## src/lopd_pkg.sv

```systemverilog
// Purpose: Shared constants for the LED output polarity and drive stage.
// Assumes: Register port is a plain byte-wide address/data port from the host interface.
// Notes:   Duty settings are whole percent values from 0 to 100.
package lopd_pkg;

  // ----------------------------------------------------------------
  // Channel layout
  // ----------------------------------------------------------------
  localparam int unsigned NUM_CH        = 11;
  localparam int unsigned LOW_CH        = 8;
  localparam int unsigned HIGH_CH       = 3;
  localparam int unsigned CH_NO_LINK_A  = 7;   // Eighth channel, zero based
  localparam int unsigned CH_NO_LINK_B  = 10;  // Eleventh channel, zero based
  localparam int unsigned CH_GROUP_DOWN = 8;   // Ninth channel, zero based
  localparam int unsigned CH_GROUP_UP   = 9;   // Tenth channel, zero based

  // ----------------------------------------------------------------
  // Register map
  // ----------------------------------------------------------------
  localparam logic [7:0] ADDR_OUT_CTRL_LOW  = 8'h73;
  localparam logic [7:0] ADDR_OUT_CTRL_HIGH = 8'h74;
  localparam logic [7:0] ADDR_POL_LOW       = 8'h75;
  localparam logic [7:0] ADDR_POL_HIGH      = 8'h76;
  localparam logic [7:0] ADDR_MIRROR_LOW    = 8'h79;
  localparam logic [7:0] ADDR_MIRROR_HIGH   = 8'h7a;

  localparam logic [7:0]  RST_OUT_CTRL = 8'h00;
  localparam logic [7:0]  RST_POL      = 8'h00;
  localparam logic [7:0]  RST_MIRROR   = 8'h00;
  localparam logic [7:0]  READ_UNMAPPED = 8'h00;
  localparam logic [10:0] RST_CH_BITS  = 11'h000;

  // ----------------------------------------------------------------
  // Duty and period timing
  // ----------------------------------------------------------------
  localparam int unsigned DUTY_W       = 8;
  localparam logic [7:0]  DUTY_FULL    = 8'h64;   // One hundred percent
  localparam logic [7:0]  PERIOD_LAST  = 8'h63;   // Step count wraps after 99
  localparam int unsigned CLK_PERIOD_NS = 50;
  localparam int unsigned STEP_TIME_NS  = 50000;  // Time of one percent step
  localparam int unsigned STEP_CYCLES   =
    (STEP_TIME_NS + CLK_PERIOD_NS - 1) / CLK_PERIOD_NS;
  localparam int unsigned DIV_W         = 10;
  localparam logic [DIV_W-1:0] DIV_LAST = DIV_W'(STEP_CYCLES - 1);

endpackage
```

## src/lopd_channel.sv

```systemverilog
// Purpose: One channel's duty selection, mirroring and pin level compare.
// Assumes: Duty inputs are percent values no larger than one hundred.
// Notes:   Purely combinational; the caller registers the pin controls.
`timescale 1ns/1ps
module lopd_channel (
  input  wire logic       actuated,
  input  wire logic       breathe_sel,
  input  wire logic [7:0] min_duty,
  input  wire logic [7:0] max_duty,
  input  wire logic [7:0] breathe_duty,
  input  wire logic       polarity,
  input  wire logic       mirror_en,
  input  wire logic [7:0] step_count,
  output logic            pin_level
);

  logic [7:0] sel_duty;
  logic [7:0] ref_duty;
  logic       on_phase;

  always_comb begin
    // Idle sits at minimum, direct actuation at maximum, breathe follows the ramp
    if (!actuated) begin
      sel_duty = min_duty;
    end else if (breathe_sel) begin
      sel_duty = breathe_duty;
    end else begin
      sel_duty = max_duty;
    end
    // Mirroring only moves the duty reference, never the pin directly
    if (mirror_en) begin
      ref_duty = lopd_pkg::DUTY_FULL - sel_duty;
    end else begin
      ref_duty = sel_duty;
    end
    on_phase = (step_count < ref_duty);
    // Polarity set counts high time, polarity clear counts low time
    pin_level = polarity ? on_phase : ~on_phase;
  end

endmodule

```

## src/lopd_drive.sv

```systemverilog
// Purpose: Output stage for eleven LED pins with polarity, mirror and drive control.
// Assumes: Host register port, link bits, touch flags and duty settings are synchronous.
// Notes:   Behaviour engine, sensing and direction/type registers live outside.
`timescale 1ns/1ps

module lopd_drive (
  input  wire logic        ref_clk,
  input  wire logic        rst_b,
  input  wire logic [7:0]  reg_addr,
  input  wire logic [7:0]  reg_wdata,
  input  wire logic        reg_wr,
  input  wire logic        reg_rd,
  output logic [7:0]       reg_rdata,
  input  wire logic        block_polarity_mirror_sync,
  input  wire logic [10:0] ch_pin_direction,
  input  wire logic [10:0] ch_output_type,
  input  wire logic [10:0] sensor_link,
  input  wire logic [10:0] touch_detect,
  input  wire logic [10:0] breathe_sel,
  input  wire logic [87:0] min_duty,
  input  wire logic [87:0] max_duty,
  input  wire logic [87:0] breathe_duty,
  output logic [10:0]      led_out,
  output logic [10:0]      led_oe,
  output logic [10:0]      ch_actuated
);

  // ----------------------------------------------------------------
  // State
  // ----------------------------------------------------------------
  typedef struct packed {
    logic [lopd_pkg::DIV_W-1:0] div_count;
    logic [7:0]                 step_count;
    logic [10:0]                drive_request;
    logic [10:0]                channel_polarity;
    logic [10:0]                duty_reference_full_scale;
    logic [7:0]                 rdata;
    logic [10:0]                pin_out;
    logic [10:0]                pin_oe;
    logic [10:0]                actuated;
  } lopd_state_type;

  lopd_state_type state;
  lopd_state_type next_state;

  logic [10:0] link_eff;
  logic [10:0] act_now;
  logic [10:0] level_now;
  logic        step_tick;

  // ----------------------------------------------------------------
  // Link resolution and actuation
  // ----------------------------------------------------------------
  always_comb begin
    link_eff = sensor_link;
    // Eighth and eleventh pins have no sensor path at all
    link_eff[lopd_pkg::CH_NO_LINK_A] = 1'b0;
    link_eff[lopd_pkg::CH_NO_LINK_B] = 1'b0;
    // Grouping the up channel drags the down channel into the group
    link_eff[lopd_pkg::CH_GROUP_DOWN] = sensor_link[lopd_pkg::CH_GROUP_DOWN]
                                      | sensor_link[lopd_pkg::CH_GROUP_UP];
  end

  always_comb begin
    for (int i = 0; i < lopd_pkg::NUM_CH; i++) begin
      // A link on an input pin is ignored, so the control bit decides actuation there
      if (link_eff[i] && ch_pin_direction[i]) begin
        act_now[i] = touch_detect[i];
      end else begin
        act_now[i] = state.drive_request[i];
      end
    end
  end

  // ----------------------------------------------------------------
  // Per-channel duty compare
  // ----------------------------------------------------------------
  genvar g;
  generate
    for (g = 0; g < lopd_pkg::NUM_CH; g++) begin : gen_ch
      lopd_channel u_channel (
        .actuated     (act_now[g]),
        .breathe_sel  (breathe_sel[g]),
        .min_duty     (min_duty[g*8 +: 8]),
        .max_duty     (max_duty[g*8 +: 8]),
        .breathe_duty (breathe_duty[g*8 +: 8]),
        .polarity     (state.channel_polarity[g]),
        .mirror_en    (state.duty_reference_full_scale[g]),
        .step_count   (state.step_count),
        .pin_level    (level_now[g])
      );
    end
  endgenerate

  // ----------------------------------------------------------------
  // Next state
  // ----------------------------------------------------------------
  always_comb begin
    next_state = state;
    step_tick  = (state.div_count == lopd_pkg::DIV_LAST);

    // Step divider and free-running percent counter
    if (step_tick) begin
      next_state.div_count = '0;
      if (state.step_count == lopd_pkg::PERIOD_LAST) begin
        next_state.step_count = 8'h00;
      end else begin
        next_state.step_count = state.step_count + 8'h01;
      end
    end else begin
      next_state.div_count = state.div_count + lopd_pkg::DIV_W'(1);
    end

    // Register writes
    if (reg_wr) begin
      case (reg_addr)
        lopd_pkg::ADDR_OUT_CTRL_LOW: begin
          next_state.drive_request[7:0] = reg_wdata;
        end
        lopd_pkg::ADDR_OUT_CTRL_HIGH: begin
          next_state.drive_request[10:8] = reg_wdata[2:0];
        end
        lopd_pkg::ADDR_POL_LOW: begin
          next_state.channel_polarity[7:0] = reg_wdata;
          if (!block_polarity_mirror_sync) begin
            next_state.duty_reference_full_scale[7:0] = reg_wdata;
          end
        end
        lopd_pkg::ADDR_POL_HIGH: begin
          next_state.channel_polarity[10:8] = reg_wdata[2:0];
          if (!block_polarity_mirror_sync) begin
            next_state.duty_reference_full_scale[10:8] = reg_wdata[2:0];
          end
        end
        lopd_pkg::ADDR_MIRROR_LOW: begin
          next_state.duty_reference_full_scale[7:0] = reg_wdata;
        end
        lopd_pkg::ADDR_MIRROR_HIGH: begin
          next_state.duty_reference_full_scale[10:8] = reg_wdata[2:0];
        end
        default: begin
          next_state.drive_request = state.drive_request;
        end
      endcase
    end

    // Register reads, unused upper bits read as zero
    if (reg_rd) begin
      case (reg_addr)
        lopd_pkg::ADDR_OUT_CTRL_LOW: begin
          next_state.rdata = state.drive_request[7:0];
        end
        lopd_pkg::ADDR_OUT_CTRL_HIGH: begin
          next_state.rdata = {5'h00, state.drive_request[10:8]};
        end
        lopd_pkg::ADDR_POL_LOW: begin
          next_state.rdata = state.channel_polarity[7:0];
        end
        lopd_pkg::ADDR_POL_HIGH: begin
          next_state.rdata = {5'h00, state.channel_polarity[10:8]};
        end
        lopd_pkg::ADDR_MIRROR_LOW: begin
          next_state.rdata = state.duty_reference_full_scale[7:0];
        end
        lopd_pkg::ADDR_MIRROR_HIGH: begin
          next_state.rdata = {5'h00, state.duty_reference_full_scale[10:8]};
        end
        default: begin
          next_state.rdata = lopd_pkg::READ_UNMAPPED;
        end
      endcase
    end

    // Pin drive: open drain releases for a high level, push-pull drives both
    next_state.actuated = act_now;
    for (int i = 0; i < lopd_pkg::NUM_CH; i++) begin
      if (!ch_pin_direction[i]) begin
        next_state.pin_out[i] = 1'b0;
        next_state.pin_oe[i]  = 1'b0;
      end else if (ch_output_type[i]) begin
        next_state.pin_out[i] = level_now[i];
        next_state.pin_oe[i]  = 1'b1;
      end else begin
        next_state.pin_out[i] = 1'b0;
        next_state.pin_oe[i]  = ~level_now[i];
      end
    end
  end

  // ----------------------------------------------------------------
  // Registers
  // ----------------------------------------------------------------
  always_ff @(posedge ref_clk) begin
    if (!rst_b) begin
      state.div_count                 <= '0;
      state.step_count                <= 8'h00;
      state.drive_request             <= lopd_pkg::RST_CH_BITS;
      state.channel_polarity          <= lopd_pkg::RST_CH_BITS;
      state.duty_reference_full_scale <= lopd_pkg::RST_CH_BITS;
      state.rdata                     <= lopd_pkg::READ_UNMAPPED;
      state.pin_out                   <= lopd_pkg::RST_CH_BITS;
      state.pin_oe                    <= lopd_pkg::RST_CH_BITS;
      state.actuated                  <= lopd_pkg::RST_CH_BITS;
    end else begin
      state <= next_state;
    end
  end

  assign reg_rdata   = state.rdata;
  assign led_out     = state.pin_out;
  assign led_oe      = state.pin_oe;
  assign ch_actuated = state.actuated;

endmodule

```

## config.mk

```make
export PLATFORM = sky130hd
export DESIGN_NAME = lopd_drive
export DESIGN_NICKNAME = d
export VERILOG_FILES = /design/src/lopd_pkg.sv /design/src/lopd_channel.sv /design/src/lopd_drive.sv
export SDC_FILE = /design/constraint.sdc
export NUM_CORES = 1
export LEC_CHECK = 0
export BUFFER_PORTS_ARGS = -buffer_cell sky130_fd_sc_hd__buf_2
export CAP_MARGIN = 20
export CORE_MARGIN = 1
export CORE_UTILIZATION = 50
export DETAILED_ROUTE_END_ITERATION = 8
export PLACE_DENSITY_LB_ADDON = 0.08
export SLEW_MARGIN = 20
export SYNTH_ARGS = -nofsm -noshare
export SYNTH_HDL_FRONTEND = slang
export SYNTH_SLANG_ARGS = --single-unit
```

## constraint.sdc

```tcl
create_clock -name ref_clk -period 4.6 [get_ports ref_clk]
set_clock_uncertainty 0.1 [all_clocks]
set_input_delay 0.23 -clock ref_clk [delete_from_list [all_inputs] [get_ports ref_clk]]
set_output_delay 0.23 -clock ref_clk [all_outputs]
set_load 0.01 [all_outputs]
```

== Word level (Yosys, flattened, before mapping) ==
Cells that the tools add are included.

* Register bits after elaboration: 92
* Input bits: 340
* Output and inout port bits: 41

* $add $sub $neg: 13
* Magnitude comparators: 11
* Equal/unequal tests: 10
* Muxes and demuxes: 70
* Bitwise logic cells: 24
* Reductions and logical operators: 40

{| class="wikitable"
|+ Operator list
! cell !! count
|-
| $mux 8 || 35
|-
| $lt 8x8->1 || 11
|-
| $sub 7x8->8 const A || 11
|-
| $eq 8x7->1 const B || 7
|-
| $pmux 8 s6 || 1
|-
| $reduce_and 3->1 || 13
|-
| $mux 1 || 31
|-
| $reduce_and 2->1 || 15
|-
| $not 1->1 || 23
|-
| $pmux 8 s2 || 1
|-
| $add 10x1->10 const B || 1
|-
| $eq 10x10->1 const B || 1
|-
| $logic_and 1x1->1 || 9
|-
| $add 8x1->8 const B || 1
|-
| $pmux 3 s2 || 1
|-
| $ne 2x2->1 const B || 2
|-
| $reduce_bool 2->1 || 2
|-
| $mux 3 || 1
|-
| $reduce_or 2->1 || 1
|-
| $or 1x1->1 || 1
|}

== Depth between registers and ports, before layout ==
Gate-level depths: netlist of run 1.

* Word-level depth: 11
* Depth in mapped cells: 15
* Mapped depth without buffers: 14

== Hierarchy ==
From an unflattened synthesis of run 1, not the netlist that was laid out.

* Cell total of the unflattened synthesis: 1,169
* Area total of the unflattened synthesis: 10,203.5 um2

{| class="wikitable"
|+ Modules (own cells, without submodules)
! module !! times used !! cells an instance !! area each (um2)
|-
| lopd_channel || 11 || 65 || 553.0
|-
| lopd_drive || 1 || 454 || 4,120.2
|}

== Worst setup path after synthesis of run 1 ==
Ideal clock, no wire load.

* Kind: input to register
* Start: input port sensor_link[9]
* End: register state, in the netlist led_oe[8]
* Data arrival time: 3.215 ns
* Data required time: 4.382 ns
* Slack: 1.166 ns
* Stages: 14
* Path buffers: 1
* Path through: o211a_1 -> a21o_4 -> buf_6 -> mux2i_1 -> ha_1 -> a211o_1 -> and4_1 -> nor4_1 -> ha_1 -> o21ai_0 -> o21bai_1 -> or4b_2 -> o211ai_1 -> nor3_1

* Cells in the longest elaborated chain, start to end: 11

{| class="wikitable"
|+ RTL lines
! element !! RTL line !! source
|-
| start, declared || lopd_drive.sv:17 || <nowiki>input wire logic [10:0] sensor_link,</nowiki>
|-
| $or 1x1->1 (*) || lopd_drive.sv:61 || <nowiki>| sensor_link[lopd_pkg::CH_GROUP_UP];</nowiki>
|-
| $logic_and 1x1->1 (*) || lopd_drive.sv:67 || <nowiki>if (link_eff[i] && ch_pin_direction[i]) begin</nowiki>
|-
| $mux 1 (*) || lopd_drive.sv:67 ||
|-
| $mux 8 (*) || lopd_channel.sv:23 || <nowiki>if (!actuated) begin</nowiki>
|-
| $sub 7x8->8 || lopd_channel.sv:32 || <nowiki>ref_duty = lopd_pkg::DUTY_FULL - sel_duty;</nowiki>
|-
| $mux 8 (*) || lopd_channel.sv:31 || <nowiki>if (mirror_en) begin</nowiki>
|-
| $lt 8x8->1 (*) || lopd_channel.sv:36 || <nowiki>on_phase = (step_count < ref_duty);</nowiki>
|-
| $not 1->1 || lopd_channel.sv:38 || <nowiki>pin_level = polarity ? on_phase : ~on_phase;</nowiki>
|-
| $mux 1 (*) || lopd_channel.sv:38 ||
|-
| $not 1->1 (*) || lopd_drive.sv:185 || <nowiki>next_state.pin_oe[i] = ~level_now[i];</nowiki>
|-
| $mux 1 (*) || lopd_drive.sv:180 || <nowiki>end else if (ch_output_type[i]) begin</nowiki>
|-
| end signal, assigned || lopd_drive.sv:205 || <nowiki>state <= next_state;</nowiki>
|-
| end, declared || lopd_drive.sv:43 || <nowiki>lopd_state_type state;</nowiki>
|}

Mark *: on every way between the ends. The rest lies on a longest branch, timed or not.
A chain may end at the register's enable or synchronous reset.

== Worst setup path after layout of run 1 ==
* Start: register state[71] (netlist name)
* End: register state, in the netlist led_oe[8]

* Cells in the longest elaborated chain, start to end: 9

{| class="wikitable"
|+ RTL lines
! element !! RTL line
|-
| $mux 1 (*) || lopd_drive.sv:67
|-
| $mux 8 (*) || lopd_channel.sv:23
|-
| $sub 7x8->8 || lopd_channel.sv:32
|-
| $mux 8 (*) || lopd_channel.sv:31
|-
| $lt 8x8->1 (*) || lopd_channel.sv:36
|-
| $not 1->1 || lopd_channel.sv:38
|-
| $mux 1 (*) || lopd_channel.sv:38
|-
| $not 1->1 (*) || lopd_drive.sv:185
|-
| $mux 1 (*) || lopd_drive.sv:180
|}

Marked as above.

==> impl_results.md, run 1 <==
* Post-synthesis to final-layout area growth at 19.8%
* Routed WL at 30.6 mm
* Area of the mapped netlist at 10400 sq um
* TritonRoute pass-1 iters at 5
* Sink of the worst hold path: led_out[2]$_SDFF_PN0_
* Worst r2r dst: led_oe[8]$_SDFF_PN0_
* Initial antenna violation count at 7
* Number of buffers created by CTS at 9
* Arrival time of data at the critical path endpoint at 3780 ps
* Number of non-filler instances in the completed layout at 1921
* Post-route clock period utilization at 0.791
* Critical hold path startpoint: ch_output_type[2]
* Non-Filler Cell Area, Final at 12500 sq um
* Deepest level of the CTS H-tree at 3
* Origin of the critical flop-to-flop path: state[71]$_SDFFE_PN0P_
* Total setup violations reported at the end of the flow at 0
* Crit Path Max Fanout at 7
* Clock tree buffer depth at 2
* Wire length of the first global-routing pass at 48.8 mm
* P_int at 1.63 mW
* Max-capacitance violation count at 0
* Post-synthesis sequential area ratio at 0.176
* Critical path's largest stage delay at 640 ps
* Synth Area per Inst at 7.76 sq um
* Share of total power consumed by net switching at 0.288
* Dpl cells at 1901
* Worst-Skew Late Latency at 350 ps
* Post-place instance area at 12200 sq um
* R2R Setup Slk at 960 ps
* Leading area contributor after synthesis: dfxtp_1
* Highest metal layer used by the detailed router: met5
* Via count normalized by instance count at 5.80
* Number of gates resized after cts at 0
* Count of standard-cell rows at 52
* CTS root buf: clkbuf_16
* Sequential Power Share at 0.354
* DRT met1 WL at 13.1 mm
* Die outline width at 147 microns
* Post-route antenna net violation count at 0
* Area fraction of the dominant cell type after synthesis at 0.176
* Setup repair after global routing missed its margin: no
* Post-DP HPWL at 23.8 mm
* Final TNS setup at 0 ps
* Die height at 147 microns
* Pin count of the biggest net entering global routing at 40
* Outcome: complete, no violations
* Hold Crit Depth at 3
* Synth Flop Type: dfxtp_1
* Yosys reg bits at 92
* Gr usage total at 0.279
* Slew headroom at 0.276
* Clock power share at 0.382
* Top area cells in the synthesized netlist: dfxtp_1 18%, mux2i_1 11%, ha_1 11%, a21oi_1 5.4%, xnor2_1 4.8%
* Number of remaining DRC errors at 0
* Final RePlAce weighted congestion at 0.890
* Initial Util at 0.513
* Core ar. at 20400 sq um
* Critical path endpoint category: register
* Remaining global-route overflow at 0
* Cell variety after synth at 70
* Measured slew at the worst slew-check pin at 1080 ps
* Routed wire length per instance at 15.9 microns
* IR drop worst, VDD at 0.188 mV
* Total via count in the routed design at 11100
* Cts-stage hold buffer count at 0
* Number of global-route vias before repair at 10300
* Length of routed met3 wiring at 1.81 mm
* Post-synthesis async set-or-reset flop share at 0
* Iteration-0 DRC count of the detailed router at 456
* Critical path's slowest cell: or4b_2
* Post-Synthesis Net Count at 1776
* TritonCTS Sinks at 92
* Clock-pin transition on the worst setup and hold timing paths at 70 ps
* Switch Pwr at 0.661 mW
* Number of buffers inserted by post-CTS setup repair at 0
* Share of cells above drive strength 1 at 0.272
* Final period demand of the worst path at 3640 ps
* Hold crit path type: input pin to register
* Final Max Slew Viols at 0
* Sequence of cells on the critical path: a21oi_1, a21oi_1, ha_1, a211o_1, and4_1, nor4_1, ha_1, o21ai_0, o21bai_1, or4b_2, o211ai_1, nor3_1
* Share of power burned in combinational logic at 0.264
* Achievable frequency at 275 MHz
* Power per standard cell area at 184 nW/um^2
* TritonCTS clock tree: done
* Storage cell area at 1840 sq um
* Warning count from the yosys run at 0
* Synthesized netlist cell count at 1346
* Sum of buffers and inverters on the critical path at 0
* Required time at the endpoint of the critical path at 4740 ps
* Quantity of I/O buffers inserted on ports at 376
* Number of flops mapped to enable cells by yosys at 0
* Final net count at 2072
* Number of endpoints with negative hold slack in the final report at 0
* Total Die Area at 21500 sq um
* Largest delay contributor family on the critical path: compound AO/OA/AOI/OAI gates
* Area of the multi-input gates at 7990 sq um
* I/O pin total at 381
* Fill cell total of the finished layout at 1934
* Crit path launch type: register
* Leakage power figure at 5.86 nW
* Start-to-end type of the worst setup path: register to register
* Routed length on met2 at 14.7 mm
* Worst reg2reg path depth at 12
==> per-layer routing <==
metal,track usage,up-vias
met2,0.494,387
li1,-,5604
met3,0.0500,64
met1,0.332,5080
met5,0,-
met4,0.108,6
==> cells in the final DEF (no fill, tap or decap), types with 11 or more instances in the layout <==
| cell | count |
|---|---|
| and4_1 | 11 |
| a22o_1 | 14 |
| dfxtp_1 | 92 |
| o22ai_1 | 16 |
| nor3b_1 | 11 |
| mux2i_1 | 114 |
| xor2_1 | 21 |
| nor2b_1 | 38 |
| a21oi_1 | 112 |
| mux2_2 | 16 |
| o21ai_0 | 91 |
| nor3_1 | 34 |
| o211ai_1 | 20 |
| nand3_1 | 60 |
| nor4_1 | 19 |
| and3_1 | 40 |
| nor2_1 | 62 |
| or3_1 | 16 |
| buf_2 | 376 |
| a32oi_1 | 14 |
| xnor2_1 | 57 |
| ha_1 | 90 |
| and2_1 | 18 |
| nand2_1 | 125 |
| inv_1 | 21 |
==> final cells by class <==
cell class / count / share of cell area
Clock inverter: 7 / 0.00970
Inverter: 21 / 0.00630
Tap cell: 270 / 0.0270
Multi-Input combinational cell: 1139 / 0.639
Clock buffer: 9 / 0.0180
Antenna cell: 4 / 0.000800
Timing Repair Buffer: 379 / 0.152
Sequential cell: 92 / 0.147
==> cell usage after synthesis (all sizes together) (3+ instances only) <==
| cell | count |
|---|---|
| a211o | 6 |
| a211oi | 8 |
| a21bo | 8 |
| a21boi | 20 |
| a21o | 4 |
| a21oi | 112 |
| a221o | 4 |
| a221oi | 8 |
| a22o | 14 |
| a22oi | 3 |
| a31oi | 3 |
| a32oi | 14 |
| and2 | 18 |
| and3 | 41 |
| and4 | 11 |
| buf | 65 |
| clkbuf | 29 |
| dfxtp | 92 |
| ha | 90 |
| inv | 21 |
| mux2 | 16 |
| mux2i | 114 |
| nand2 | 125 |
| nand3 | 61 |
| nand4 | 5 |
| nand4b | 3 |
| nor2 | 70 |
| nor2b | 38 |
| nor3 | 35 |
| nor3b | 11 |
| nor4 | 22 |
| o211ai | 20 |
| o21a | 4 |
| o21ai | 93 |
| o22ai | 16 |
| o311a | 10 |
| o41ai | 8 |
| or2 | 8 |
| or3 | 19 |
| xnor2 | 57 |
| xor2 | 21 |
==> sequential cells by signal, summed over array words and instances, names as in the netlist <==
signal       count
led_oe          11
ch_actuated     11
act_now          2
reg_rdata        8
led_out         11
state           49
==> metrics by stage <==
step | hold WS, ps | util | setup slack (ps) | power (mW)
floorplan | 231 | - | 1170 | 1.20
global placement | 354 | 0.597 | 839 | 1.42
detailed placement | 363 | 0.597 | 739 | 1.43
CTS | 18.0 | 0.614 | 960 | 2.31
global route | 25.0 | 0.614 | 680 | 2.41
finish | 29.8 | 0.614 | 962 | 2.30
==> kinds of logic after synthesis <==
| kind of cell | Yosys count | synth area share |
|---|---|---|
| AND/OR/NAND/NOR | 475 | 0.239 |
| AO/OA/AOI/OAI | 366 | 0.225 |
| multiplexers | 130 | 0.127 |
| buffers and inverters | 115 | 0.0595 |
| flip-flops | 92 | 0.176 |
| adder cells (fa/ha/maj) | 90 | 0.108 |
| XOR/XNOR | 78 | 0.0654 |
==> power by group through the flow <==
| stage | combinational (mW) | clock (mW) | sequential [mW] |
|---|---|---|---|
| floorplan | 0.367 | 0 | 0.830 |
| global placement | 0.593 | 0 | 0.831 |
| detailed placement | 0.603 | 0 | 0.831 |
| CTS | 0.607 | 0.888 | 0.813 |
| global route | 0.678 | 0.922 | 0.814 |
| finish | 0.607 | 0.876 | 0.813 |
==> tightest hold or removal path: cells and delay by family <==
kind	cells	cell delay [ps]
AND/OR/NAND/NOR	2	110
buffers and inverters	1	100
==> how the worst max path moves through the flow <==
stage	from	end	cells past startpoint	slack [ps]
CTS	state[72]$_SDFFE_PN0P_	led_oe[9]$_SDFF_PN0_	14	960
finish	state[71]$_SDFFE_PN0P_	led_oe[8]$_SDFF_PN0_	12	960
detailed placement	sensor_link[9]	led_oe[8]$_SDFF_PN0_	14	740
global placement	sensor_link[9]	led_oe[8]$_SDFF_PN0_	14	840
floorplan	sensor_link[9]	led_oe[8]$_SDFF_PN0_	14	1170
global route	state[65]$_SDFFE_PN0P_	led_oe[2]$_SDFF_PN0_	14	680
No activity file was read; power rests on OpenSTA's default activity.
==> run 2, diff against run 1 <==
- CORE_UTILIZATION: 50 -> 47
- clock period: 4.6 -> 3.3 ns (I/O delays scaled with it)
==> run 2 against run 1 <==
Effect of this change: worst hold slack worse by 18 ps; register-to-register slack got worse by 880 ps; non-clock buffer count rose by 115; global-route usage increased by 0.21 points; fmax is 13% higher.
==> impl_results.md, run 2 (synthesis gave the netlist of run 1 again) <==
* Outcome: complete, no violations
* Measured slew at the worst slew-check pin at 1000 ps (-83.7 ps)
* Start-to-end type of the worst setup path: register to register
* Final RePlAce weighted congestion at 0.899 (+1.0%)
* Share of the core filled with cells at 0.633 (+0.0186)
* Deepest level of the CTS H-tree at 3 (unchanged)
* Power per standard cell area at 226 nW/um^2 (+23%)
* Routed WL at 33.6 mm (+9.9%)
* Gr usage total at 0.281 (+0.00209)
* Post-route clock period utilization at 0.976 (+0.186)
* Final Max Slew Viols at 0 (unchanged)
* Slew headroom at 0.332 (+0.0558)
* Commonest non-fill, non-tap cell in the layout: buf_2
* Initial Util at 0.479 (-0.0343)
* Clock tree buffer depth at 2 (unchanged)
* Core ar. at 21800 sq um (+7.2%)
* Clock-pin transition on the worst setup and hold timing paths at 70 ps (about the same)
* Sequence of cells on the critical path: a21bo_4, a221oi_2, or2_4, ha_4, inv_2, and3_1, o21ai_0, xnor2_1, ha_1, and4_1, and3_1, a221o_1, o311a_1
* Critical path's largest stage delay at 360 ps (-280 ps)
* Met1 capacity usage during global routing at 0.329 (-0.00266)
* Fill cell total of the finished layout at 1976 (+2.2%)
* Post-route antenna net violation count at 0 (unchanged)
* GRT met3 Usage at 0.0401 (-0.00994)
* TritonRoute pass-1 iters at 5 (unchanged)
* TritonCTS Sinks at 92 (unchanged)
* IR drop worst, VDD at 0.199 mV (+5.4%)
* Number of buffers created by CTS at 9 (unchanged)
* Number of remaining DRC errors at 0 (unchanged)
* Die height at 151 microns (+3.1%)
* Post-DP HPWL at 25.9 mm (+8.6%)
* Most utilized layer in the global route result: met2
* TritonCTS clock tree: done
* Worst-Skew Late Latency at 350 ps (about the same)
* Initial antenna violation count at 4 (-3)
* Critical hold path startpoint: ch_pin_direction[1]
* Final period demand of the worst path at 3220 ps (-416 ps)
* Routed wire length per instance at 16.4 microns (+3.2%)
* Total via count in the routed design at 11600 (+3.7%)
* Count of standard-cell rows at 54 (+3.8%)
* Iteration-0 DRC count of the detailed router at 586 (+29%)
* Total setup violations reported at the end of the flow at 0 (unchanged)
* Area of the multi-input gates at 8380 sq um (+4.9%)
* Critical path's slowest cell: dfxtp_2
* Crit Path Max Fanout at 3 (-4)
* CTS root buf: clkbuf_16
* Remaining global-route overflow at 0 (unchanged)
* Largest register FFs at 49 (unchanged)
* Achievable frequency at 310 MHz (+13%)
* Origin of the worst setup path: state[63]$_SDFFE_PN0P_
* Max-capacitance violation count at 0 (unchanged)
* Highest-count cells in the layout ignoring fill and taps: 376 x buf_2, 125 x nand2_1, 106 x mux2i_1
* Critical path endpoint category: register
* Via count normalized by instance count at 5.65 (-2.6%)
* Setup repair after global routing missed its margin: yes
* Met2 track utilization from global routing at 0.516 (+0.0223)
* Hold crit path type: input pin to register
* Total Die Area at 22800 sq um (+6.3%)
* Arrival time of data at the critical path endpoint at 3360 ps (-420 ps)
* Worst path most repeated cell: and3_1
* I/O pin total at 381 (unchanged)
* Pin count of the biggest net entering global routing at 35 (-13%)
* Origin of the critical flop-to-flop path: state[63]$_SDFFE_PN0P_
* Biggest register: state
* Final TNS setup at 0 ps (unchanged)
* Number of global-route vias before repair at 10800 (+5.0%)
* Post-synthesis to final-layout area growth at 32.2%
* Quantity of I/O buffers inserted on ports at 376 (unchanged)
* Required time at the endpoint of the critical path at 3430 ps (-1310 ps)
* Number of endpoints with negative hold slack in the final report at 0 (unchanged)
* Final net count at 2187 (+5.6%)
* Die outline width at 151 microns (+3.1%)
* Crit path launch type: register
* Share of cells above drive strength 1 at 0.340 (+0.0681)
* Storage cell area at 1850 sq um (+0.68%)
* Leakage power figure at 6.48 nW (+11%)
* Wire length of the first global-routing pass at 50.6 mm (+3.7%)
## run 2: repair_timing
action	in CTS	in global routing
gates cloned	0	0
setup endpoints to repair	4	18
gates resized for setup	5	103
pin swaps	0	52
hold buffers	31	0
endpoints found under the hold margin	25	0
setup buffers	0	10
## run 2: area by class of cell
class,count,area share
Multi-Input combinational cell,1139,0.607
Timing Repair Buffer,494,0.207
Sequential cell,92,0.134
Tap cell,280,0.0254
Clock buffer,10,0.0173
Inverter,21,0.00571
Clock inverter,5,0.00272
Antenna cell,4,0.000725
## run 2: worst max-delay path: cells and delay by family, from the launching register on
kind                     cells  cell delay [ps]
AND/OR/NAND/NOR              4              700
adder cells (fa/ha/maj)      2              380
XOR/XNOR                     1              140
flip-flops                   1              360
AO/OA/AOI/OAI                5             1390
buffers and inverters        1               30
## run 2: power breakdown
part / switching [mW] / total, mW / internal, mW
sequential: 0.00730 / 1.13 / 1.13
clock: 0.482 / 1.01 / 0.531
combinational: 0.493 / 0.971 / 0.477
## run 2: worst paths after layout
kind                                 to  slack [ps]  cells after the start
setup / recovery   led_oe[0]$_SDFF_PN0_          80                     13
hold / removal    led_out[1]$_SDFF_PN0_          10                      3
setup reg to reg   led_oe[0]$_SDFF_PN0_          80                     13
hold reg to reg    state[82]$_SDFF_PP0_         370                      1
## run 2: stage by stage
step | setup WS [ps] | power (mW) | hold WS (ps) | area, sq um | cells
finish | 77.8 | 3.12 | 12.1 | 13800 | 2045
global route | -54.1 | 3.29 | 16.0 | 13800 | 2042
CTS | 3.39 | 3.09 | 3.79 | 13300 | 2031
detailed placement | -69.3 | 2.04 | 331 | 12700 | 1985
global placement | -48.5 | 2.03 | 329 | 12700 | 1985
floorplan | 10.2 | 1.67 | 166 | 10400 | 1346
## run 2: routing by layer
layer / part of all wire / vias up
li1: - / 5825
met1: 0.42 / 5312
met2: 0.50 / 359
met3: 0.057 / 54
met4: 0.025 / 0
met5: 0 / -
==> run 3, diff against run 2 <==
==> constraint.sdc (replaced) <==
create_clock -name ref_clk -period 3.3 [get_ports ref_clk]
set_clock_uncertainty 0.1 [all_clocks]
set_input_delay 0.33 -clock ref_clk [delete_from_list [all_inputs] [get_ports ref_clk]]
set_output_delay 0.33 -clock ref_clk [all_outputs]
set_load 0.01 [all_outputs]
==> run 3 against run 2 <==
Effect of this change: clock-buffer cell count fell by 1; design area shrank 0.24%; die area unchanged; sequential cell count unchanged; combinational power fell by 1%; core utilization is 0.15 points lower; largest cell class unchanged.
==> impl_results.md, run 3 (synthesis gave the netlist of run 1 again) <==
* Number of endpoints with negative hold slack in the final report at 0 (unchanged)
* Hold crit path type: input pin to register
* Crit path launch type: register
* Final Max Slew Viols at 0 (unchanged)
* Number of buffers created by CTS at 9 (unchanged)
* Max-capacitance violation count at 0 (unchanged)
* Total via count in the routed design at 11500 (-0.043%)
* Biggest register: state
* TritonRoute pass-1 iters at 5 (unchanged)
* CTS root buf: clkbuf_16
* Initial Util at 0.479 (unchanged)
* Pin count of the biggest net entering global routing at 55 (+57%)
* IR drop worst, VDD at 0.245 mV (+23%)
* Total setup violations reported at the end of the flow at 0 (unchanged)
* Core ar. at 21800 sq um (unchanged)
* Cts-stage hold buffer count at 0 (-100%)
* Leakage power figure at 6.52 nW (+0.58%)
* Via count normalized by instance count at 5.64 (-0.19%)
* Final TNS setup at 0 ps (unchanged)
* Final period demand of the worst path at 3260 ps (+33.8 ps)
* Critical path's slowest cell: dfxtp_2
* Power per standard cell area at 242 nW/um^2 (+7.2%)
* Crit Path Max Fanout at 3 (unchanged)
* Critical path's largest stage delay at 360 ps (about the same)
* Remaining global-route overflow at 0 (unchanged)
* Post-synthesis to final-layout area growth at 31.9%
* Number of global-route vias before repair at 10600 (-2.4%)
* Critical hold path startpoint: ch_output_type[6]
* Required time at the endpoint of the critical path at 3450 ps (+20 ps)
* TritonCTS Sinks at 92 (unchanged)
* Count of standard-cell rows at 54 (unchanged)
* Start-to-end type of the worst setup path: register to register
* Quantity of I/O buffers inserted on ports at 376 (unchanged)
* Worst-Skew Late Latency at 360 ps (about the same)
* Die outline width at 151 microns (unchanged)
* Achievable frequency at 307 MHz (-1.0%)
* Arrival time of data at the critical path endpoint at 3400 ps (+40 ps)
* Number of remaining DRC errors at 0 (unchanged)
* Share of cells above drive strength 1 at 0.356 (+0.0162)
* Final RePlAce weighted congestion at 0.955 (+6.2%)
* Clock tree buffer depth at 2 (unchanged)
* Slew headroom at 0.311 (-0.0212)
* Deepest level of the CTS H-tree at 3 (unchanged)
* Highest-count cells in the layout ignoring fill and taps: 376 x buf_2, 125 x nand2_1, 118 x buf_4
* Iteration-0 DRC count of the detailed router at 507 (-13%)
* Post-DP HPWL at 25.9 mm (about the same)
* I/O pin total at 381 (unchanged)
* Outcome: complete, no violations
* Wire length of the first global-routing pass at 49.8 mm (-1.7%)
* Post-route antenna net violation count at 0 (unchanged)
* Initial antenna violation count at 6 (+2)
* Gr usage total at 0.275 (-0.00603)
* Commonest non-fill, non-tap cell in the layout: buf_2
* Origin of the worst setup path: state[63]$_SDFFE_PN0P_
* Sum of buffers and inverters on the critical path at 1 (unchanged)
* Post-route clock period utilization at 0.987 (+0.0103)
* Routed WL at 32.8 mm (-2.4%)
* Routed wire length per instance at 16.0 microns (-2.6%)
* Largest delay contributor family on the critical path: compound AO/OA/AOI/OAI gates
* Die height at 151 microns (unchanged)
* Total power draw at 3.33 mW (+6.9%)
* Setup repair after global routing missed its margin: yes
* Total Die Area at 22800 sq um (unchanged)
* Measured slew at the worst slew-check pin at 1030 ps (+31.8 ps)
* Final net count at 2190 (+0.14%)
* Origin of the critical flop-to-flop path: state[63]$_SDFFE_PN0P_
* R2R Setup Slk at 40 ps (-30 ps)
* Sequence of cells on the critical path: a21bo_4, a221oi_4, or2_4, ha_4, inv_2, a32oi_1, o21ai_1, xnor2_1, ha_1, and4_4, and3_1, a221o_1, o311a_1
* Clock-pin transition on the worst setup and hold timing paths at 80 ps (about the same)
* Largest register FFs at 49 (unchanged)
* Critical path endpoint category: register
* TritonCTS clock tree: done
run 3: changes by cell type in the layout (fill, tap and decap cells not counted), sizes merged:
cell and delta:
buf +34, dlygate4sd3 -31, bufinv +3, clkbuf -1
clkinv -1, clkinvlp -1, diode -1, inv +1
run 3: what timing repair did:
| item | CTS | global route |
|---|---|---|
| resized for setup | 16 | 80 |
| gates cloned | 0 | 0 |
| pin swaps | 3 | 32 |
| endpoints found under the setup margin | 9 | 18 |
| setup buffers | 0 | 5 |
run 3: area by class of cell:
cell class,count,area [sq um]
inverters,21,78.8
multi-input cells,1139,8330
diodes,3,7.51
clock buffers,9,225
flip-flops and latches,92,1850
repair buffers,497,2810
clock inverters,7,120
well taps,280,350
fillers,2017,8050
run 3: power breakdown:
| group | total, mW | internal [mW] | leakage, nW | switching, mW |
|---|---|---|---|---|
| combinational | 0.960 | 0.477 | 5.61 | 0.483 |
| clock | 1.24 | 0.745 | 0.166 | 0.494 |
| sequential | 1.13 | 1.13 | 0.750 | 0.00721 |
run 3: stage by stage:
step / std cells / setup slack [ps] / utilization / cell area (sq um) / hold WS (ps)
after floorplan: 1346 / 37.3 / - / 10500 / 330
after global placement: 2024 / -146 / 0.597 / 13000 / 346
after detailed placement: 2024 / -240 / 0.597 / 13000 / 353
after CTS: 2040 / 0.700 / 0.615 / 13400 / 119
after global routing: 2047 / -99.7 / 0.631 / 13800 / 135
final: 2048 / 43.9 / 0.631 / 13800 / 120
run 3: final timing paths:
check                                to  depth (start not counted)
setup / recovery   led_oe[0]$_SDFF_PN0_                         13
hold reg to reg    state[82]$_SDFF_PP0_                          1
setup reg to reg   led_oe[0]$_SDFF_PN0_                         13
hold / removal    led_out[6]$_SDFF_PN0_                          3
run 3: tightest hold or removal path, cell delays in order:
cell and delay [ps]:
buf_2 100, nand3_1 70, nor3_1 40
run 3: per-layer routing:
layer / GRT usage / vias up / part of all wire
li1: - / 5830 / -
met1: 0.331 / 5302 / 0.43
met2: 0.484 / 351 / 0.48
met3: 0.0476 / 56 / 0.065
met4: 0.102 / 6 / 0.024
met5: 0 / - / 0.0012
